--- config.mk ---
export PLATFORM = sky130hd
export DESIGN_NAME = abr_bias_regs
export DESIGN_NICKNAME = d
export VERILOG_FILES = /design/src/abr_pkg.sv /design/src/abr_bias_regs.sv /design/src/abr_field_reg.sv
export SDC_FILE = /design/constraint.sdc
export NUM_CORES = 1
export LEC_CHECK = 0
export BUFFER_PORTS_ARGS = -buffer_cell sky130_fd_sc_hd__buf_2
export CAP_MARGIN = 0
export CORE_UTILIZATION = 41
export DETAILED_ROUTE_END_ITERATION = 7
export GPL_TIMING_DRIVEN = 0
export PLACE_DENSITY_LB_ADDON = 0.12
export SYNTH_ARGS = -nofsm -noshare
export SYNTH_HDL_FRONTEND = slang
export SYNTH_SLANG_ARGS = --single-unit
--- constraint.sdc ---
create_clock -name sys_clk -period 1.8 [get_ports sys_clk]
set_input_delay 0.36 -clock sys_clk [delete_from_list [all_inputs] [get_ports sys_clk]]
set_output_delay 0.36 -clock sys_clk [all_outputs]
set_load 0.01 [all_outputs]
--- src/abr_pkg.sv ---
// Purpose: shared constants for the analogue reference and bias control register bank
// Assumes: 7-bit register index, 16-bit register data
// Notes:   masks mark the bits that hold a field; all other bits read as zero
`default_nettype none
package abr_pkg;

    localparam int ABR_ADDR_W = 7;
    localparam int ABR_DATA_W = 16;
    localparam int ABR_NUM_REGS = 4;

    // register indices
    localparam logic [6:0] ABR_MIDRAIL_ADDR = 7'h04;
    localparam logic [6:0] ABR_BIAS_ADDR    = 7'h05;
    localparam logic [6:0] ABR_MIXER_ADDR   = 7'h07;
    localparam logic [6:0] ABR_ANTIPOP_ADDR = 7'h08;

    // slot numbers in the register array
    localparam int ABR_SLOT_MIDRAIL = 0;
    localparam int ABR_SLOT_BIAS    = 1;
    localparam int ABR_SLOT_MIXER   = 2;
    localparam int ABR_SLOT_ANTIPOP = 3;

    // writable bit masks
    localparam logic [15:0] ABR_MIDRAIL_MASK = 16'h002f;
    localparam logic [15:0] ABR_BIAS_MASK    = 16'h007f;
    localparam logic [15:0] ABR_MIXER_MASK   = 16'h001f;
    localparam logic [15:0] ABR_ANTIPOP_MASK = 16'h0007;

    // reset values
    localparam logic [15:0] ABR_MIDRAIL_RESET = 16'h0001;
    localparam logic [15:0] ABR_BIAS_RESET    = 16'h0068;
    localparam logic [15:0] ABR_MIXER_RESET   = 16'h0000;
    localparam logic [15:0] ABR_ANTIPOP_RESET = 16'h0000;

    // reference register fields
    localparam int ABR_MID_BUF_EN_BIT   = 5;
    localparam int ABR_MID_SOFT_BIT     = 3;
    localparam int ABR_MID_SEL_LSB      = 1;
    localparam int ABR_MID_SLEW_BIT     = 0;

    // bias register fields
    localparam int ABR_BIAS_SOURCE_SELECT_BIT     = 6;
    localparam int ABR_BIAS_STBY_LVL_BIT = 5;
    localparam int ABR_BIAS_STBY_EN_BIT = 4;
    localparam int ABR_MASTER_BIAS_LEVEL_LSB     = 2;
    localparam int ABR_BIAS_NORM_EN_BIT = 1;
    localparam int ABR_BIAS_START_EN_BIT = 0;

    // mixer register fields
    localparam int ABR_MIX_DAC_BIT      = 4;
    localparam int ABR_MIX_IN2_ATT_BIT  = 3;
    localparam int ABR_MIX_IN2_EN_BIT   = 2;
    localparam int ABR_MIX_IN1_ATT_BIT  = 1;
    localparam int ABR_MIX_IN1_EN_BIT   = 0;

    // anti-pop register fields
    localparam int ABR_AP_DISCH_BIT     = 2;
    localparam int ABR_AP_CLAMP_RES_BIT = 1;
    localparam int ABR_AP_CLAMP_BIT     = 0;

    // mid-rail divider codes
    localparam logic [1:0] ABR_MID_OFF     = 2'h0;
    localparam logic [1:0] ABR_MID_NORMAL  = 2'h1;
    localparam logic [1:0] ABR_MID_STANDBY = 2'h2;
    localparam logic [1:0] ABR_MID_FAST    = 2'h3;

    // bias current in quarters of the normal bias
    localparam logic [2:0] ABR_BIAS_Q_QUARTER  = 3'h1;
    localparam logic [2:0] ABR_BIAS_Q_HALF     = 3'h2;
    localparam logic [2:0] ABR_BIAS_Q_3QUARTER = 3'h3;
    localparam logic [2:0] ABR_BIAS_Q_FULL     = 3'h4;
    localparam logic [2:0] ABR_BIAS_Q_1P5      = 3'h6;

    typedef logic [15:0] abr_word_t;

endpackage
`default_nettype wire

--- src/abr_bias_regs.sv ---
// Purpose: analogue reference, bias, input mixer and line-output anti-pop control registers
// Assumes: register port driven by the control interface logic on sys_clk
// Notes:   all field and derived control outputs come from flip-flops
`timescale 1ns/1ps
`default_nettype none

// Summary of operation
// - two-bit mid-rail divider select, reset off
// - mid-rail slew fast bit zero, reset one
// - bias source select bit six, reset start-up
// - standby bias level bit five, reset quarter
// - standby enable picks standby over master level
// - master bias level bits three:two, reset 1x
// - normal bias generator enable bit one
// - start-up bias generator enable bit zero
// - mixer: dac, input enables, input attenuation
// - line-output discharge bit two, about 5k
// - clamp resistance 20k or 500 ohm
// - clamp only while line output is disabled
// - mid-rail soft start bit three, reset zero
// - buffered mid-rail enable bit five, reset zero
module abr_bias_regs
    import abr_pkg::*;
(
    input  wire logic        sys_clk,
    input  wire logic        rst,
    // register port
    input  wire logic        reg_wr_en,
    input  wire logic        reg_rd_en,
    input  wire logic [6:0]  reg_addr,
    input  wire logic [15:0] reg_wdata,
    output logic [15:0]      reg_rdata,
    output logic             reg_rd_valid,
    output logic             reg_addr_hit,
    // state of the line output, from the power management bank
    input  wire logic        line_output_enable,
    // reference controls
    output logic [1:0]       midrail_divider_select,
    output logic [3:0]       midrail_divider_onehot,
    output logic             midrail_slew_fast,
    output logic             midrail_soft_start,
    output logic             midrail_buffer_enable,
    // bias controls
    output logic             bias_source_select,
    output logic             standby_bias_level,
    output logic             standby_bias_enable,
    output logic [1:0]       master_bias_level,
    output logic             normal_bias_enable,
    output logic             startup_bias_enable,
    output logic [2:0]       bias_current_quarters,
    output logic             selected_bias_running,
    // mixer controls
    output logic             dac_path_enable,
    output logic             input_one_enable,
    output logic             input_one_attenuate,
    output logic             input_two_enable,
    output logic             input_two_attenuate,
    // line-output anti-pop controls
    output logic             line_output_discharge,
    output logic             line_clamp_request,
    output logic             line_clamp_resistance,
    output logic             line_clamp_active,
    output logic             line_clamp_low_ohm,
    output logic             line_clamp_unbuffered
);

    localparam abr_word_t MASKS  [ABR_NUM_REGS] = '{ABR_MIDRAIL_MASK, ABR_BIAS_MASK,
                                                     ABR_MIXER_MASK, ABR_ANTIPOP_MASK};
    localparam abr_word_t RESETS [ABR_NUM_REGS] = '{ABR_MIDRAIL_RESET, ABR_BIAS_RESET,
                                                     ABR_MIXER_RESET, ABR_ANTIPOP_RESET};

    abr_word_t        regs [ABR_NUM_REGS];
    logic [3:0]       sel;
    logic [15:0]      rdata_nxt;
    logic [2:0]       quarters_nxt;
    logic             clamp_nxt;

    // one-hot slot decode, shared by write and read paths
    function automatic logic [3:0] abr_decode(input logic [6:0] addr);
        logic [3:0] hit;
        hit = 4'h0;
        case (addr)
            ABR_MIDRAIL_ADDR: hit[ABR_SLOT_MIDRAIL] = 1'b1;
            ABR_BIAS_ADDR:    hit[ABR_SLOT_BIAS]    = 1'b1;
            ABR_MIXER_ADDR:   hit[ABR_SLOT_MIXER]   = 1'b1;
            ABR_ANTIPOP_ADDR: hit[ABR_SLOT_ANTIPOP] = 1'b1;
            default:          hit = 4'h0;
        endcase
        return hit;
    endfunction

    // master bias code to quarters of the normal bias
    function automatic logic [2:0] abr_master_quarters(input logic [1:0] code);
        logic [2:0] q;
        case (code)
            2'h0:    q = ABR_BIAS_Q_HALF;
            2'h1:    q = ABR_BIAS_Q_3QUARTER;
            2'h2:    q = ABR_BIAS_Q_FULL;
            default: q = ABR_BIAS_Q_1P5;
        endcase
        return q;
    endfunction

    assign sel          = abr_decode(reg_addr);
    assign reg_addr_hit = |sel;

    // masked storage; writes to unmapped indices or unlisted bits are dropped
    genvar gi;
    generate
        for (gi = 0; gi < ABR_NUM_REGS; gi++)
        begin : g_reg
            abr_field_reg #(
                .MASK  (MASKS[gi]),
                .RESET (RESETS[gi])
            ) u_reg (
                .sys_clk (sys_clk),
                .rst     (rst),
                .wr_en   (reg_wr_en & sel[gi]),
                .wdata   (reg_wdata),
                .q       (regs[gi])
            );
        end
    endgenerate

    // read mux; unmapped indices read as zero
    always_comb
    begin
        rdata_nxt = 16'h0000;
        for (int i = 0; i < ABR_NUM_REGS; i++)
        begin
            if (sel[i])
            begin
                rdata_nxt = regs[i];
            end
        end
    end

    always_ff @(posedge sys_clk)
    begin
        if (rst)
        begin
            reg_rdata    <= 16'h0000;
            reg_rd_valid <= 1'b0;
        end
        else
        begin
            reg_rd_valid <= reg_rd_en;
            if (reg_rd_en)
            begin
                reg_rdata <= rdata_nxt;
            end
        end
    end

    // reference fields
    assign midrail_divider_select = regs[ABR_SLOT_MIDRAIL][ABR_MID_SEL_LSB +: 2];
    assign midrail_slew_fast      = regs[ABR_SLOT_MIDRAIL][ABR_MID_SLEW_BIT];
    assign midrail_soft_start     = regs[ABR_SLOT_MIDRAIL][ABR_MID_SOFT_BIT];
    assign midrail_buffer_enable  = regs[ABR_SLOT_MIDRAIL][ABR_MID_BUF_EN_BIT];

    // divider mode as one-hot: off, normal, standby, fast start-up
    always_ff @(posedge sys_clk)
    begin
        if (rst)
        begin
            midrail_divider_onehot <= 4'h1;
        end
        else
        begin
            case (midrail_divider_select)
                ABR_MID_OFF:     midrail_divider_onehot <= 4'h1;
                ABR_MID_NORMAL:  midrail_divider_onehot <= 4'h2;
                ABR_MID_STANDBY: midrail_divider_onehot <= 4'h4;
                ABR_MID_FAST:    midrail_divider_onehot <= 4'h8;
                default:         midrail_divider_onehot <= 4'h1;
            endcase
        end
    end

    // bias fields
    assign bias_source_select  = regs[ABR_SLOT_BIAS][ABR_BIAS_SOURCE_SELECT_BIT];
    assign standby_bias_level  = regs[ABR_SLOT_BIAS][ABR_BIAS_STBY_LVL_BIT];
    assign standby_bias_enable = regs[ABR_SLOT_BIAS][ABR_BIAS_STBY_EN_BIT];
    assign master_bias_level   = regs[ABR_SLOT_BIAS][ABR_MASTER_BIAS_LEVEL_LSB +: 2];
    assign normal_bias_enable  = regs[ABR_SLOT_BIAS][ABR_BIAS_NORM_EN_BIT];
    assign startup_bias_enable = regs[ABR_SLOT_BIAS][ABR_BIAS_START_EN_BIT];

    // effective bias current: standby level overrides master level when enabled
    always_comb
    begin
        if (standby_bias_enable)
        begin
            quarters_nxt = standby_bias_level ? ABR_BIAS_Q_QUARTER : ABR_BIAS_Q_HALF;
        end
        else
        begin
            quarters_nxt = abr_master_quarters(master_bias_level);
        end
    end

    always_ff @(posedge sys_clk)
    begin
        if (rst)
        begin
            bias_current_quarters <= ABR_BIAS_Q_QUARTER;
            selected_bias_running <= 1'b0;
        end
        else
        begin
            bias_current_quarters <= quarters_nxt;
            // the chosen source has its generator switched on
            selected_bias_running <= bias_source_select ? startup_bias_enable
                                                        : normal_bias_enable;
        end
    end

    // mixer fields
    assign dac_path_enable     = regs[ABR_SLOT_MIXER][ABR_MIX_DAC_BIT];
    assign input_two_attenuate = regs[ABR_SLOT_MIXER][ABR_MIX_IN2_ATT_BIT];
    assign input_two_enable    = regs[ABR_SLOT_MIXER][ABR_MIX_IN2_EN_BIT];
    assign input_one_attenuate = regs[ABR_SLOT_MIXER][ABR_MIX_IN1_ATT_BIT];
    assign input_one_enable    = regs[ABR_SLOT_MIXER][ABR_MIX_IN1_EN_BIT];

    // anti-pop fields
    assign line_output_discharge = regs[ABR_SLOT_ANTIPOP][ABR_AP_DISCH_BIT];
    assign line_clamp_resistance = regs[ABR_SLOT_ANTIPOP][ABR_AP_CLAMP_RES_BIT];
    assign line_clamp_request    = regs[ABR_SLOT_ANTIPOP][ABR_AP_CLAMP_BIT];

    // clamp applies only with the line output off
    assign clamp_nxt = line_clamp_request & ~line_output_enable;

    always_ff @(posedge sys_clk)
    begin
        if (rst)
        begin
            line_clamp_active     <= 1'b0;
            line_clamp_low_ohm    <= 1'b0;
            line_clamp_unbuffered <= 1'b0;
        end
        else
        begin
            line_clamp_active     <= clamp_nxt;
            line_clamp_low_ohm    <= clamp_nxt & line_clamp_resistance;
            // clamp asked for without the buffered mid-rail behind it
            line_clamp_unbuffered <= clamp_nxt & ~midrail_buffer_enable;
        end
    end

endmodule
`default_nettype wire

--- src/abr_field_reg.sv ---
// Purpose: one masked control register with a fixed reset value
// Assumes: synchronous active-high reset on sys_clk
// Notes:   unmasked bits never store a one
`timescale 1ns/1ps
`default_nettype none
module abr_field_reg
    import abr_pkg::*;
#(
    parameter abr_word_t MASK  = 16'hffff,
    parameter abr_word_t RESET = 16'h0000
)
(
    input  wire logic        sys_clk,
    input  wire logic        rst,
    input  wire logic        wr_en,
    input  wire abr_word_t   wdata,
    output var  abr_word_t   q
);

    always_ff @(posedge sys_clk)
    begin
        if (rst)
        begin
            q <= RESET & MASK;
        end
        else if (wr_en)
        begin
            q <= wdata & MASK;
        end
    end

endmodule
`default_nettype wire

=== Word level (Yosys, flattened, before mapping) ===
Index checks and enable logic that the tools add are counted.

* Bitwise logic cells: 9
* Reduce and logical (&&, ||, !) cells: 3
* Muxes and demuxes: 13
* Eq/ne operators: 9

{| class="wikitable"
|+ Operators by type and width
! kind !! number
|-
| $mux 16 || 3
|-
| $eq 7x3->1 const B || 3
|-
| $pmux 4 s4 || 1
|-
| $pmux 3 s3 || 1
|-
| $and 1x1->1 || 7
|-
| $eq 7x4->1 const B || 1
|-
| $eq 2x2->1 const B || 3
|-
| $mux 6 || 1
|-
| $mux 1 || 5
|-
| $eq 2x1->1 const B || 2
|-
| $logic_not 2->1 || 2
|-
| $reduce_or 4->1 || 1
|-
| $mux 3 || 1
|-
| $mux 2 || 1
|-
| $not 1->1 || 2
|}

* Bits in registers: 48
* Output and inout bits: 49
* Input bits: 28

=== Longest topological paths before layout ===
Gate-level depths: netlist of run 1.

* Depth in word-level cells: 6
* Depth in mapped cells: 6
* Depth with buffers taken out: 4

=== Hierarchy ===
A second synthesis of run 1 with hierarchy kept.

* Cells, all modules: 267
* Area, all modules: 2641.3 um^2

{| class="wikitable"
|+ Modules (own cells, without submodules)
! module !! instances !! cells an instance !! area each (um^2)
|-
| abr_bias_regs || 1 || 156 || 1571.5
|-
| abr_field_reg at g_reg[1].u_reg || 1 || 32 || 330.3
|-
| abr_field_reg at g_reg[0].u_reg || 1 || 28 || 270.3
|-
| abr_field_reg at g_reg[2].u_reg || 1 || 28 || 266.5
|-
| abr_field_reg at g_reg[3].u_reg || 1 || 23 || 202.7
|}

=== Worst setup path after synthesis of run 1 ===
OpenSTA, ideal clock, no wires.

* Kind: input to register
* Start point: in reg_addr[6]
* End point: reg g_reg[1].u_reg.q[3]
* Stages on the path: 5
* Data arrival time: 1629 ps
* Path slack: 53 ps
* Data required time: 1681 ps
* Path through: or3_1 buf_6 nor4_4 mux2i_1 nand2_1

* Word-level cells in the longest chain between the ends: 3

{| class="wikitable"
|+ RTL lines
! element !! line !! source
|-
| start: declaration || abr_bias_regs.sv:30 || <nowiki>input wire logic [6:0] reg_addr,</nowiki>
|-
| $eq 7x3->1 || abr_bias_regs.sv:82 || <nowiki>case (addr)</nowiki>
|-
| $mux 1 || abr_bias_regs.sv:82 ||
|-
| $and 1x1->1 || abr_bias_regs.sv:118 || <nowiki>.wr_en (reg_wr_en & sel[gi]),</nowiki>
|-
| end signal: assignment || abr_field_reg.sv:24 || <nowiki>q <= RESET & MASK;</nowiki>
|-
| end signal: assignment || abr_field_reg.sv:28 || <nowiki>q <= wdata & MASK;</nowiki>
|-
| end: declaration || abr_field_reg.sv:17 || <nowiki>output var abr_word_t q</nowiki>
|}

Every way passes these cells.
A chain may end at the register's enable or synchronous reset.

=== Worst setup path after layout of run 1 ===
Ends and elaborated chain as after synthesis.

==> impl_metrics.env, run 1 <==
export IMPL_holdPathStages=2
export IMPL_yosys_area_share_simple_pct=23.15
export IMPL_reg2reg_setup_slack_ps=600
export IMPL_hold_buffers=0
export IMPL_port_buffer_count=57
export IMPL_numClockSinks=39
export IMPL_final_common_cell="buf_2"
export IMPL_p_leak_nw=1.006
export IMPL_synth_compound_area_share_pct=8.682
export IMPL_clock_path_buffers=2
export IMPL_start_util_pct=43.88
export IMPL_tightest_slew_ps=709.7
export IMPL_io_pins=77
export IMPL_first_pass_iters=4
export IMPL_area_growth_pct=31.23
export IMPL_avgSynthCellArea_sq_um=9.178
export IMPL_cts_tree="yes"
export IMPL_die_w_um=65.30
export IMPL_dp_slack_ps=-239.7
export IMPL_status="complete, no violations"
export IMPL_grt_max_degree=13
export IMPL_peakVddDrop_mv=0.4485
export IMPL_root_buffer="clkbuf_8"
export IMPL_n_fill_cell=364
export IMPL_grt_antenna_before_repair=0
export IMPL_drc=0
export IMPL_ys_types=34
export IMPL_drv_slew=0
export IMPL_layout_common_cells="buf_2 (57), dfxtp_1 (39), nor2_1 (21)"
export IMPL_powerDensity_nw_per_um2=861.3
export IMPL_via_count=1498
export IMPL_slowest_delay_ps=610
export IMPL_cts_buffers=5
export IMPL_clk_pin_slew_worst_paths_ps=70
export IMPL_synth_ff_type="dfxtp_1"
export IMPL_whs_endpoint="line_clamp_active"
export IMPL_synthCells=179
export IMPL_drt_iter0_drc=48
export IMPL_synth_mux_area_share_pct=12.87
export IMPL_diodes=0
export IMPL_met2_usage_pct=32.73
export IMPL_die_area_sq_um=4264
export IMPL_wire_per_inst_um=13.40
export IMPL_max_cap_viol_count=0
export IMPL_dp_hpwl_um=3013
export IMPL_ys_seq_elements=39
export IMPL_die_y_um=65.30
export IMPL_setup_viol=0
export IMPL_worst_slack_ps=68.84
export IMPL_fin_crit_ps=1731
export IMPL_end_kind="flip-flop"
export IMPL_synth_top_family_by_area="simple AND/OR/NAND/NOR gates"
export IMPL_r2r_end="reg_rdata[0]"
export IMPL_r2r_start="g_reg[0].u_reg.q[0]"
export IMPL_placementRows=22
export IMPL_yosys_area_share_adder_pct=0
export IMPL_use_met1_pct=26.04
export IMPL_core_sq_um=3744
export IMPL_cp_arrival_ps=1910
export IMPL_fin_crit_sh_pct=96.18
export IMPL_worstPathMaxFanout=10
export IMPL_postCtsSetupBuffers=0
export IMPL_max_slew_margin_pct=52.33
export IMPL_synth_area_sq_um=1643
export IMPL_max_freq_mhz=577.6
export IMPL_ff2ff_path_depth=4
export IMPL_crit_path_cell_trace="buf_2 > or3_1 > buf_6 > nor4_4 > mux2i_1 > nand2_1"
export IMPL_groute_usage_overall_pct=20.52
export IMPL_post_synth_xor_area_fraction_pct=0
export IMPL_hold_violations=0
export IMPL_vias_per_cell=4.993
export IMPL_grt_pass1_vias=1410
export IMPL_gr_total_overflow=0
export IMPL_grt_use_met3_pct=4.861
export IMPL_drtAntennaViolNets=0
export IMPL_yosysWarnings=0
export IMPL_crit_type="input port to flip-flop"
export IMPL_hold_path_class="input port to flip-flop"
export IMPL_startpoint_type="input port"
export IMPL_clock_latency_ps=290
export IMPL_layout_nets=279
export IMPL_drt_wl_total_um=4019
export IMPL_htreeDepth=2
export IMPL_required_ps=1980
export IMPL_crit_path_top_delay_cell="nor4_4"
export IMPL_synth_edf_count=0
export IMPL_async_flop_share_pct=0
export IMPL_drive_gt1_share_pct=32.14
export IMPL_grt_pass1_wl_um=6596
export IMPL_grt_busiest_layer="met2"
export IMPL_min_delay_start="line_output_enable"
export IMPL_rsz0062_at_grt="true"
export IMPL_place_congestion=0.8715
export IMPL_skew_ps=7.083
export IMPL_synth_seq_area_share_pct=47.52
export IMPL_power_total_w=0.001857
==> where the power goes <==
| part | internal (W) | total, W | switching (W) |
|---|---|---|---|
| Sequential | 0.000867 | 0.000870 | 0.00000234 |
| Clock | 0.000554 | 0.000859 | 0.000305 |
| Combinational | 0.0000505 | 0.000129 | 0.0000780 |
==> critical path, delay by kind of cell <==
kind,cells,cell delay [ps]
multiplexers,1,260
AND/OR/NAND/NOR,3,1040
buffers and inverters,2,240
==> what timing repair did <==
| action | CTS | global route |
|---|---|---|
| resized for setup | 1 | 3 |
| pin swaps | 0 | 0 |
| endpoints found under the setup margin | 1 | 2 |
==> registers in the layout, summed over array words and instances, names as in the netlist <==
register	count
bias_current_quarters	3
g.u_reg.q	20
line_clamp_active	1
line_clamp_low_ohm	1
line_clamp_unbuffered	1
midrail_divider_onehot	4
reg_rd_valid	1
reg_rdata	7
selected_bias_running	1
==> per-layer routing <==
layer  routed length [um]  vias up  share of wire (%)
met3                  298        8                7.4
li1                     -      743                  -
met1                 1855      692                 46
met5                    0        -                  0
met4                   59        0                1.5
met2                 1806       55                 45
==> cells by family (layout without fill, tap and decap cells) <==
family / Yosys count / count (layout)
compound gates: 24 / 24
buf+inv: 22 / 87
flops: 39 / 39
mux: 21 / 21
other cells: 1 / 9
simple gates: 72 / 72
==> cells in the mapped netlist (4+ instances only) <==
cell,number,area share (%)
nand2b_1,4,1.5
nand3_1,11,3.4
mux2i_1,20,12
nor2_1,22,5.0
buf_4,9,4.1
nor2b_1,5,1.9
a21oi_1,10,3.0
inv_1,5,1.1
dfxtp_1,39,48
a31oi_1,4,1.5
nand2_1,14,3.2
clkbuf_1,6,1.4
==> how the worst max path moves through the flow <==
stage / startpoint / slack, ps / endpoint / depth (start not counted)
final: reg_addr[6] / 70 / g_reg[1].u_reg.q[3] / 6
after global routing: reg_addr[6] / -1 / g_reg[1].u_reg.q[3] / 6
after CTS: reg_addr[0] / 50 / reg_addr_hit / 6
after detailed placement: reg_addr[6] / -240 / g_reg[1].u_reg.q[3] / 6
after global placement: reg_addr[6] / -230 / g_reg[1].u_reg.q[6] / 6
after floorplan: reg_addr[6] / 50 / g_reg[1].u_reg.q[3] / 5
==> per-stage QoR <==
stage / cells / utilization (%) / TNS, ps / instance area (sq um) / hold slack, ps
5_1_grt: 300 / 57.59 / -1.404 / 2156 / 241.0
4_1_cts: 300 / 57.49 / 0 / 2152 / 242.9
3_5_place_dp: 292 / 53.91 / -2945 / 2018 / 453.6
2_1_floorplan: 187 / - / 0 / 1673 / 438.2
3_3_place_gp: 292 / 53.91 / -2755 / 2018 / 454.8
6_report: 300 / 57.59 / 0 / 2156 / 241.9
==> cell type report <==
| type | count | area (sq um) | area share [%] |
|---|---|---|---|
| buffer | 17 | 107.6 | 4.991 |
| clock buffer | 6 | 72.57 | 3.366 |
| clock inverter | 2 | 60.06 | 2.786 |
| inverter | 5 | 18.77 | 0.8706 |
| multi-input combinational | 126 | 770.7 | 35.75 |
| sequential | 39 | 780.7 | 36.22 |
| tap | 48 | 60.06 | 2.786 |
| timing repair buffer | 57 | 285.3 | 13.23 |
(Power assumes the default switching activity.)
==> run 2, diff against run 1 <==
- PLACE_DENSITY: default -> 0.75
- PLACE_DENSITY_LB_ADDON: 0.12 -> default
==> run 2 against run 1 <==
Clock power is 24% lower. Worst setup slack better by 58 ps. Fmax grew 3.5%. Sequential share of layout area rose by 0.23 points. Combinational power about the same. Cell count grew 0.67%. Non-clock buffer count increased by 2.
==> impl_metrics.env, run 2 (synthesis results as in run 1) <==
export IMPL_crit_path_cell_trace="clkbuf_1 > clkbuf_2 > nand2b_1 > a21oi_1 > buf_2"
export IMPL_die_w_um=65.30
export IMPL_grt_max_degree=13
export IMPL_crit_path_top_delay_cell="clkbuf_1"
export IMPL_startpoint_type="input port"
export IMPL_power_total_w=0.001648
export IMPL_drtAntennaViolNets=0
export IMPL_start_util_pct=43.88
export IMPL_clk_pin_slew_worst_paths_ps=70
export IMPL_rsz0062_at_grt="false"
export IMPL_worstPathMaxFanout=10
export IMPL_reg_top3="g.u_reg.q: 20 flops, reg_rdata: 7 flops, midrail_divider_onehot: 4 flops"
export IMPL_peakVddDrop_mv=0.3123
export IMPL_drt_wl_total_um=3960
export IMPL_fin_crit_sh_pct=92.94
export IMPL_clock_latency_ps=290
export IMPL_gr_total_overflow=0
export IMPL_via_count=1485
export IMPL_hold_violations=0
export IMPL_dp_hpwl_um=2964
export IMPL_top_register="g.u_reg.q"
export IMPL_diodes=0
export IMPL_core_sq_um=3744
export IMPL_drt_iter0_drc=77
export IMPL_first_pass_iters=4
export IMPL_drc=0
export IMPL_grt_pass1_vias=1337
export IMPL_crit_type="input port to output port"
export IMPL_skew_ps=5.646
export IMPL_htreeDepth=2
export IMPL_slowest_delay_ps=300
export IMPL_final_common_cell="buf_2"
export IMPL_vias_per_cell=4.917
export IMPL_setup_tns_ps=0
export IMPL_root_buffer="clkbuf_8"
export IMPL_max_slew_margin_pct=63.64
export IMPL_placementRows=22
export IMPL_worst_slack_ps=127.0
export IMPL_max_cap_viol_count=0
export IMPL_end_kind="output port"
export IMPL_required_ps=1440
export IMPL_clock_path_buffers=2
export IMPL_dp_slack_ps=-257.7
export IMPL_numClockSinks=39
export IMPL_cts_buffers=5
export IMPL_layout_common_cells="buf_2 (57), dfxtp_1 (39), nor2_1 (21)"
export IMPL_die_area_sq_um=4264
export IMPL_hold_path_class="input port to flip-flop"
export IMPL_area_growth_pct=30.39
export IMPL_port_buffer_count=57
export IMPL_setup_viol=0
export IMPL_wire_per_inst_um=13.11
export IMPL_groute_usage_overall_pct=20.28
export IMPL_place_congestion=0.8580
export IMPL_drv_slew=0
export IMPL_cts_tree="yes"
export IMPL_grt_antenna_before_repair=0
export IMPL_die_y_um=65.30
export IMPL_p_leak_nw=1.002
export IMPL_powerDensity_nw_per_um2=769.3
export IMPL_layout_nets=281
export IMPL_max_freq_mhz=597.7
export IMPL_grt_pass1_wl_um=6423
export IMPL_largest_reg_flops=20
export IMPL_drive_gt1_share_pct=33.07
export IMPL_hold_buffers=0
export IMPL_cp_arrival_ps=1310
export IMPL_io_pins=77
export IMPL_fin_crit_ps=1673
export IMPL_tightest_slew_ps=542.4
export IMPL_status="complete, no violations"
==> run 2: cell count changes in the layout (fill, tap and decap cells not counted) <==
cell	before	now
buf_4	9	11
bufinv_16	2	0
clkbuf_1	5	4
clkbuf_8	5	7
clkinvlp_4	0	1
==> run 2: metrics by stage <==
step	std cells	cell area, sq um	hold slack, ps	utilization, %
floorplan	187	1673	438.2	-
global placement	292	2018	451.0	53.91
detailed placement	292	2018	457.5	53.91
CTS	300	2123	243.1	56.72
global route	302	2142	239.4	57.22
finish	302	2142	249.5	57.22
==> run 2: path summary, 6_finish.rpt <==
kind                        from                end  slack (ps)  cells after the start
max                  reg_addr[1]       reg_addr_hit         130                      5
min           line_output_enable  line_clamp_active         250                      2
max reg2reg  g_reg[0].u_reg.q[0]       reg_rdata[0]         610                      4
min reg2reg         reg_rdata[3]       reg_rdata[3]         460                      2
==> run 2: what timing repair did <==
item	CTS	global route
gates resized for setup	1	3
hold endpoints to repair	0	0
setup endpoints to repair	1	9
pin swaps	0	1
setup buffers	0	2
==> run 2: final cells by class <==
class	count	area (sq um)
clock inverters	1	7.507
inverters	5	18.77
well taps	48	60.06
flip-flops and latches	39	780.7
fillers	368	1602
clock buffers	7	96.34
plain buffers	17	107.6
multi-input cells	126	770.7
repair buffers	59	300.3
==> run 2: routing by layer <==
| metal | GRT usage (%) | share of wire [%] | vias up |
|---|---|---|---|
| met5 | 0 | 0 | - |
| met4 | 9.511 | 2.1 | 0 |
| met1 | 25.81 | 46 | 674 |
| met3 | 5.729 | 7.2 | 7 |
| li1 | - | - | 745 |
| met2 | 31.44 | 45 | 59 |
==> run 2: where the power goes <==
part           total (W)  switching, W  leakage [nW]  internal, W
logic           0.000129     0.0000788         0.636    0.0000506
clock network   0.000649      0.000301        0.0505     0.000348
registers       0.000870    0.00000222         0.315     0.000867
==> run 2: worst max-delay path: cells and delay by family <==
family          cells  cell delay, ps
buf+inv             3             750
simple gates        1             130
compound gates      1              60
==> run 3, diff against run 2 <==
- ABC_AREA: default -> 1
- PLACE_DENSITY: 0.75 -> 0.74
- SLEW_MARGIN: default -> 20
==> run 3 against run 2 <==
Sequential power about the same. Fmax rose by 13%. Highest routed layer unchanged. Clock skew is 2.7 ps higher. Clock-buffer cell count unchanged. Worst hold slack lost 1.5 ps. Die area is 2.6% higher. Critical path depth is 2 higher. Synthesized cell count rose by 18%. Synthesized area is 2.7% higher.
==> impl_metrics.env, run 3 <==
export IMPL_end_kind="output port"
export IMPL_max_freq_mhz=676.5
export IMPL_top_register="g.u_reg.q"
export IMPL_grt_antenna_before_repair=0
export IMPL_path_buf_inv=3
export IMPL_startpoint_type="input port"
export IMPL_dp_slack_ps=323.5
export IMPL_dp_hpwl_um=3101
export IMPL_clock_path_buffers=2
export IMPL_synthCells=211
export IMPL_whs_endpoint="line_clamp_active"
export IMPL_largest_reg_flops=20
export IMPL_clk_pin_slew_worst_paths_ps=70
export IMPL_worstPathMaxFanout=5
export IMPL_drive_gt1_share_pct=33.68
export IMPL_synth_top_area_share_pct=46.29
export IMPL_layout_common_cells="buf_2 (58), dfxtp_1 (39), inv_1 (26), nand2_1 (26), a21oi_1 (24)"
export IMPL_io_pins=77
export IMPL_root_buffer="clkbuf_8"
export IMPL_synth_edf_count=0
export IMPL_cts_buffers=5
export IMPL_async_flop_share_pct=0
export IMPL_netlist_top_cells_area="dfxtp_1 (46%), a21oi_1 (7.1%), o21ai_0 (6.8%)"
export IMPL_cp_num_cells=7
export IMPL_n_fill_cell=383
export IMPL_p_leak_nw=1.115
export IMPL_grt_pass1_wl_um=6396
export IMPL_die_w_um=66.14
export IMPL_clock_latency_ps=290
export IMPL_synth_ff_type="dfxtp_1"
export IMPL_crit_family="simple AND/OR/NAND/NOR gates"
export IMPL_fin_crit_sh_pct=82.12
export IMPL_grt_pass1_vias=1410
export IMPL_drt_wl_total_um=3968
export IMPL_vias_per_cell=4.739
export IMPL_die_y_um=66.14
export IMPL_area_growth_pct=27.37
export IMPL_hold_path_class="input port to flip-flop"
export IMPL_synth_top_cell_by_area="dfxtp_1"
export IMPL_ys_types=25
export IMPL_yosysWarnings=0
export IMPL_drtAntennaViolNets=0
export IMPL_postCtsSetupBuffers=0
export IMPL_slowest_delay_ps=180
export IMPL_fin_crit_ps=1478
export IMPL_grt_max_degree=12
export IMPL_drc=0
export IMPL_first_pass_iters=4
export IMPL_rsz0062_at_grt="false"
export IMPL_gr_total_overflow=0
export IMPL_worst_slack_ps=321.8
export IMPL_crit_type="input port to output port"
export IMPL_synth_seq_area_share_pct=46.29
export IMPL_layout_nets=312
export IMPL_ff2ff_path_depth=4
export IMPL_max_cap_viol_count=0
export IMPL_synth_area_sq_um=1687
export IMPL_multi_input_area_sq_um=715.7
export IMPL_ys_seq_elements=39
export IMPL_core_sq_um=3799
export IMPL_placementRows=22
export IMPL_via_count=1578
export IMPL_drt_iter0_drc=109
export IMPL_setup_tns_ps=0
export IMPL_diodes=0
export IMPL_crit_path_top_delay_cell="nor2_4"
export IMPL_skew_ps=8.375
export IMPL_reg_top3="g.u_reg.q: 20 flops, reg_rdata: 7 flops, midrail_divider_onehot: 4 flops"
export IMPL_reg2reg_setup_slack_ps=880
export IMPL_hold_violations=0
export IMPL_wire_per_inst_um=11.92
export IMPL_peakVddDrop_mv=0.4043
export IMPL_final_common_cell="buf_2"
export IMPL_r2r_start="g_reg[1].u_reg.q[4]"
export IMPL_numClockSinks=39
export IMPL_avgSynthCellArea_sq_um=7.993
export IMPL_yosysMostFrequentCell="dfxtp_1"
export IMPL_min_delay_start="line_output_enable"
export IMPL_r2r_end="reg_rdata[4]"
export IMPL_hold_buffers=0
export IMPL_groute_usage_overall_pct=19.62
export IMPL_powerDensity_nw_per_um2=725.2
export IMPL_drv_slew=0
export IMPL_place_congestion=0.8727
export IMPL_htreeDepth=2
export IMPL_crit_path_cell_trace="buf_2 > inv_2 > nand2_4 > nor2_4 > nand2_4 > nand4_1 > buf_2"
export IMPL_required_ps=1440
export IMPL_synthTopCellsByCount="dfxtp_1 (39), inv_1 (26), nand2_1 (26)"
export IMPL_cts_tree="yes"
export IMPL_ctsResizeCount=0
export IMPL_status="complete, no violations"
export IMPL_port_buffer_count=58
export IMPL_cp_arrival_ps=1120
export IMPL_register_area_sq_um=780.7
export IMPL_start_util_pct=44.40
export IMPL_setup_viol=0
export IMPL_holdPathStages=2
export IMPL_die_area_sq_um=4375
==> run 3: worst register-to-register path, stage by stage (launching register included) <==
cell	delay (ps)
dfxtp_1	350
inv_1	120
nor2_1	60
o21ai_0	180
a21oi_1	90
==> run 3: area by class of cell <==
type,instances,share of cell area [%]
sequential,39,36.34
timing repair buffer,58,13.51
buffer,15,4.892
clock inverter,1,0.2330
tap,48,2.796
inverter,30,5.358
multi-input combinational,135,33.31
clock buffer,7,3.553
==> run 3: cells by family after synthesis <==
group,synth area share (%)
flops,46.29
simple gates,22.85
other cells,0.2223
compound gates,17.58
buf+inv,13.06
==> run 3: worst max-delay path by stage <==
stage | start | endpoint | slack [ps]
detailed placement | reg_addr[3] | reg_addr_hit | 320
global placement | reg_addr[3] | reg_addr_hit | 340
floorplan | reg_addr[6] | reg_addr_hit | 590
finish | reg_addr[3] | reg_addr_hit | 320
CTS | reg_addr[3] | reg_addr_hit | 320
global route | reg_addr[1] | reg_addr_hit | 280
==> run 3: metrics by stage <==
stage / hold slack, ps / std cells / area [sq um] / utilization (%) / power (W)
after detailed placement: 442.3 / 325 / 2067 / 54.41 / 0.001022
after floorplan: 440.9 / 219 / 1717 / - / 0.0009746
final: 248.0 / 333 / 2148 / 56.55 / 0.001558
after CTS: 239.6 / 333 / 2148 / 56.55 / 0.001575
after global routing: 241.2 / 333 / 2148 / 56.55 / 0.001631
after global placement: 436.7 / 325 / 2067 / 54.41 / 0.001021
==> run 3: metal layers <==
metal | vias up | share of wire [%] | global-route usage [%]
met5 | - | 0 | 0
met4 | 0 | 1.3 | 6.383
met3 | 6 | 5.9 | 4.828
met2 | 50 | 47 | 33.29
met1 | 713 | 45 | 24.15
li1 | 809 | - | -
==> run 3: power breakdown <==
part / internal [W] / total (W) / switching, W
registers: 0.000869 / 0.000871 / 0.00000259
clock network: 0.000272 / 0.000555 / 0.000284
logic: 0.0000497 / 0.000131 / 0.0000816
total: 0.00119 / 0.00156 / 0.000368
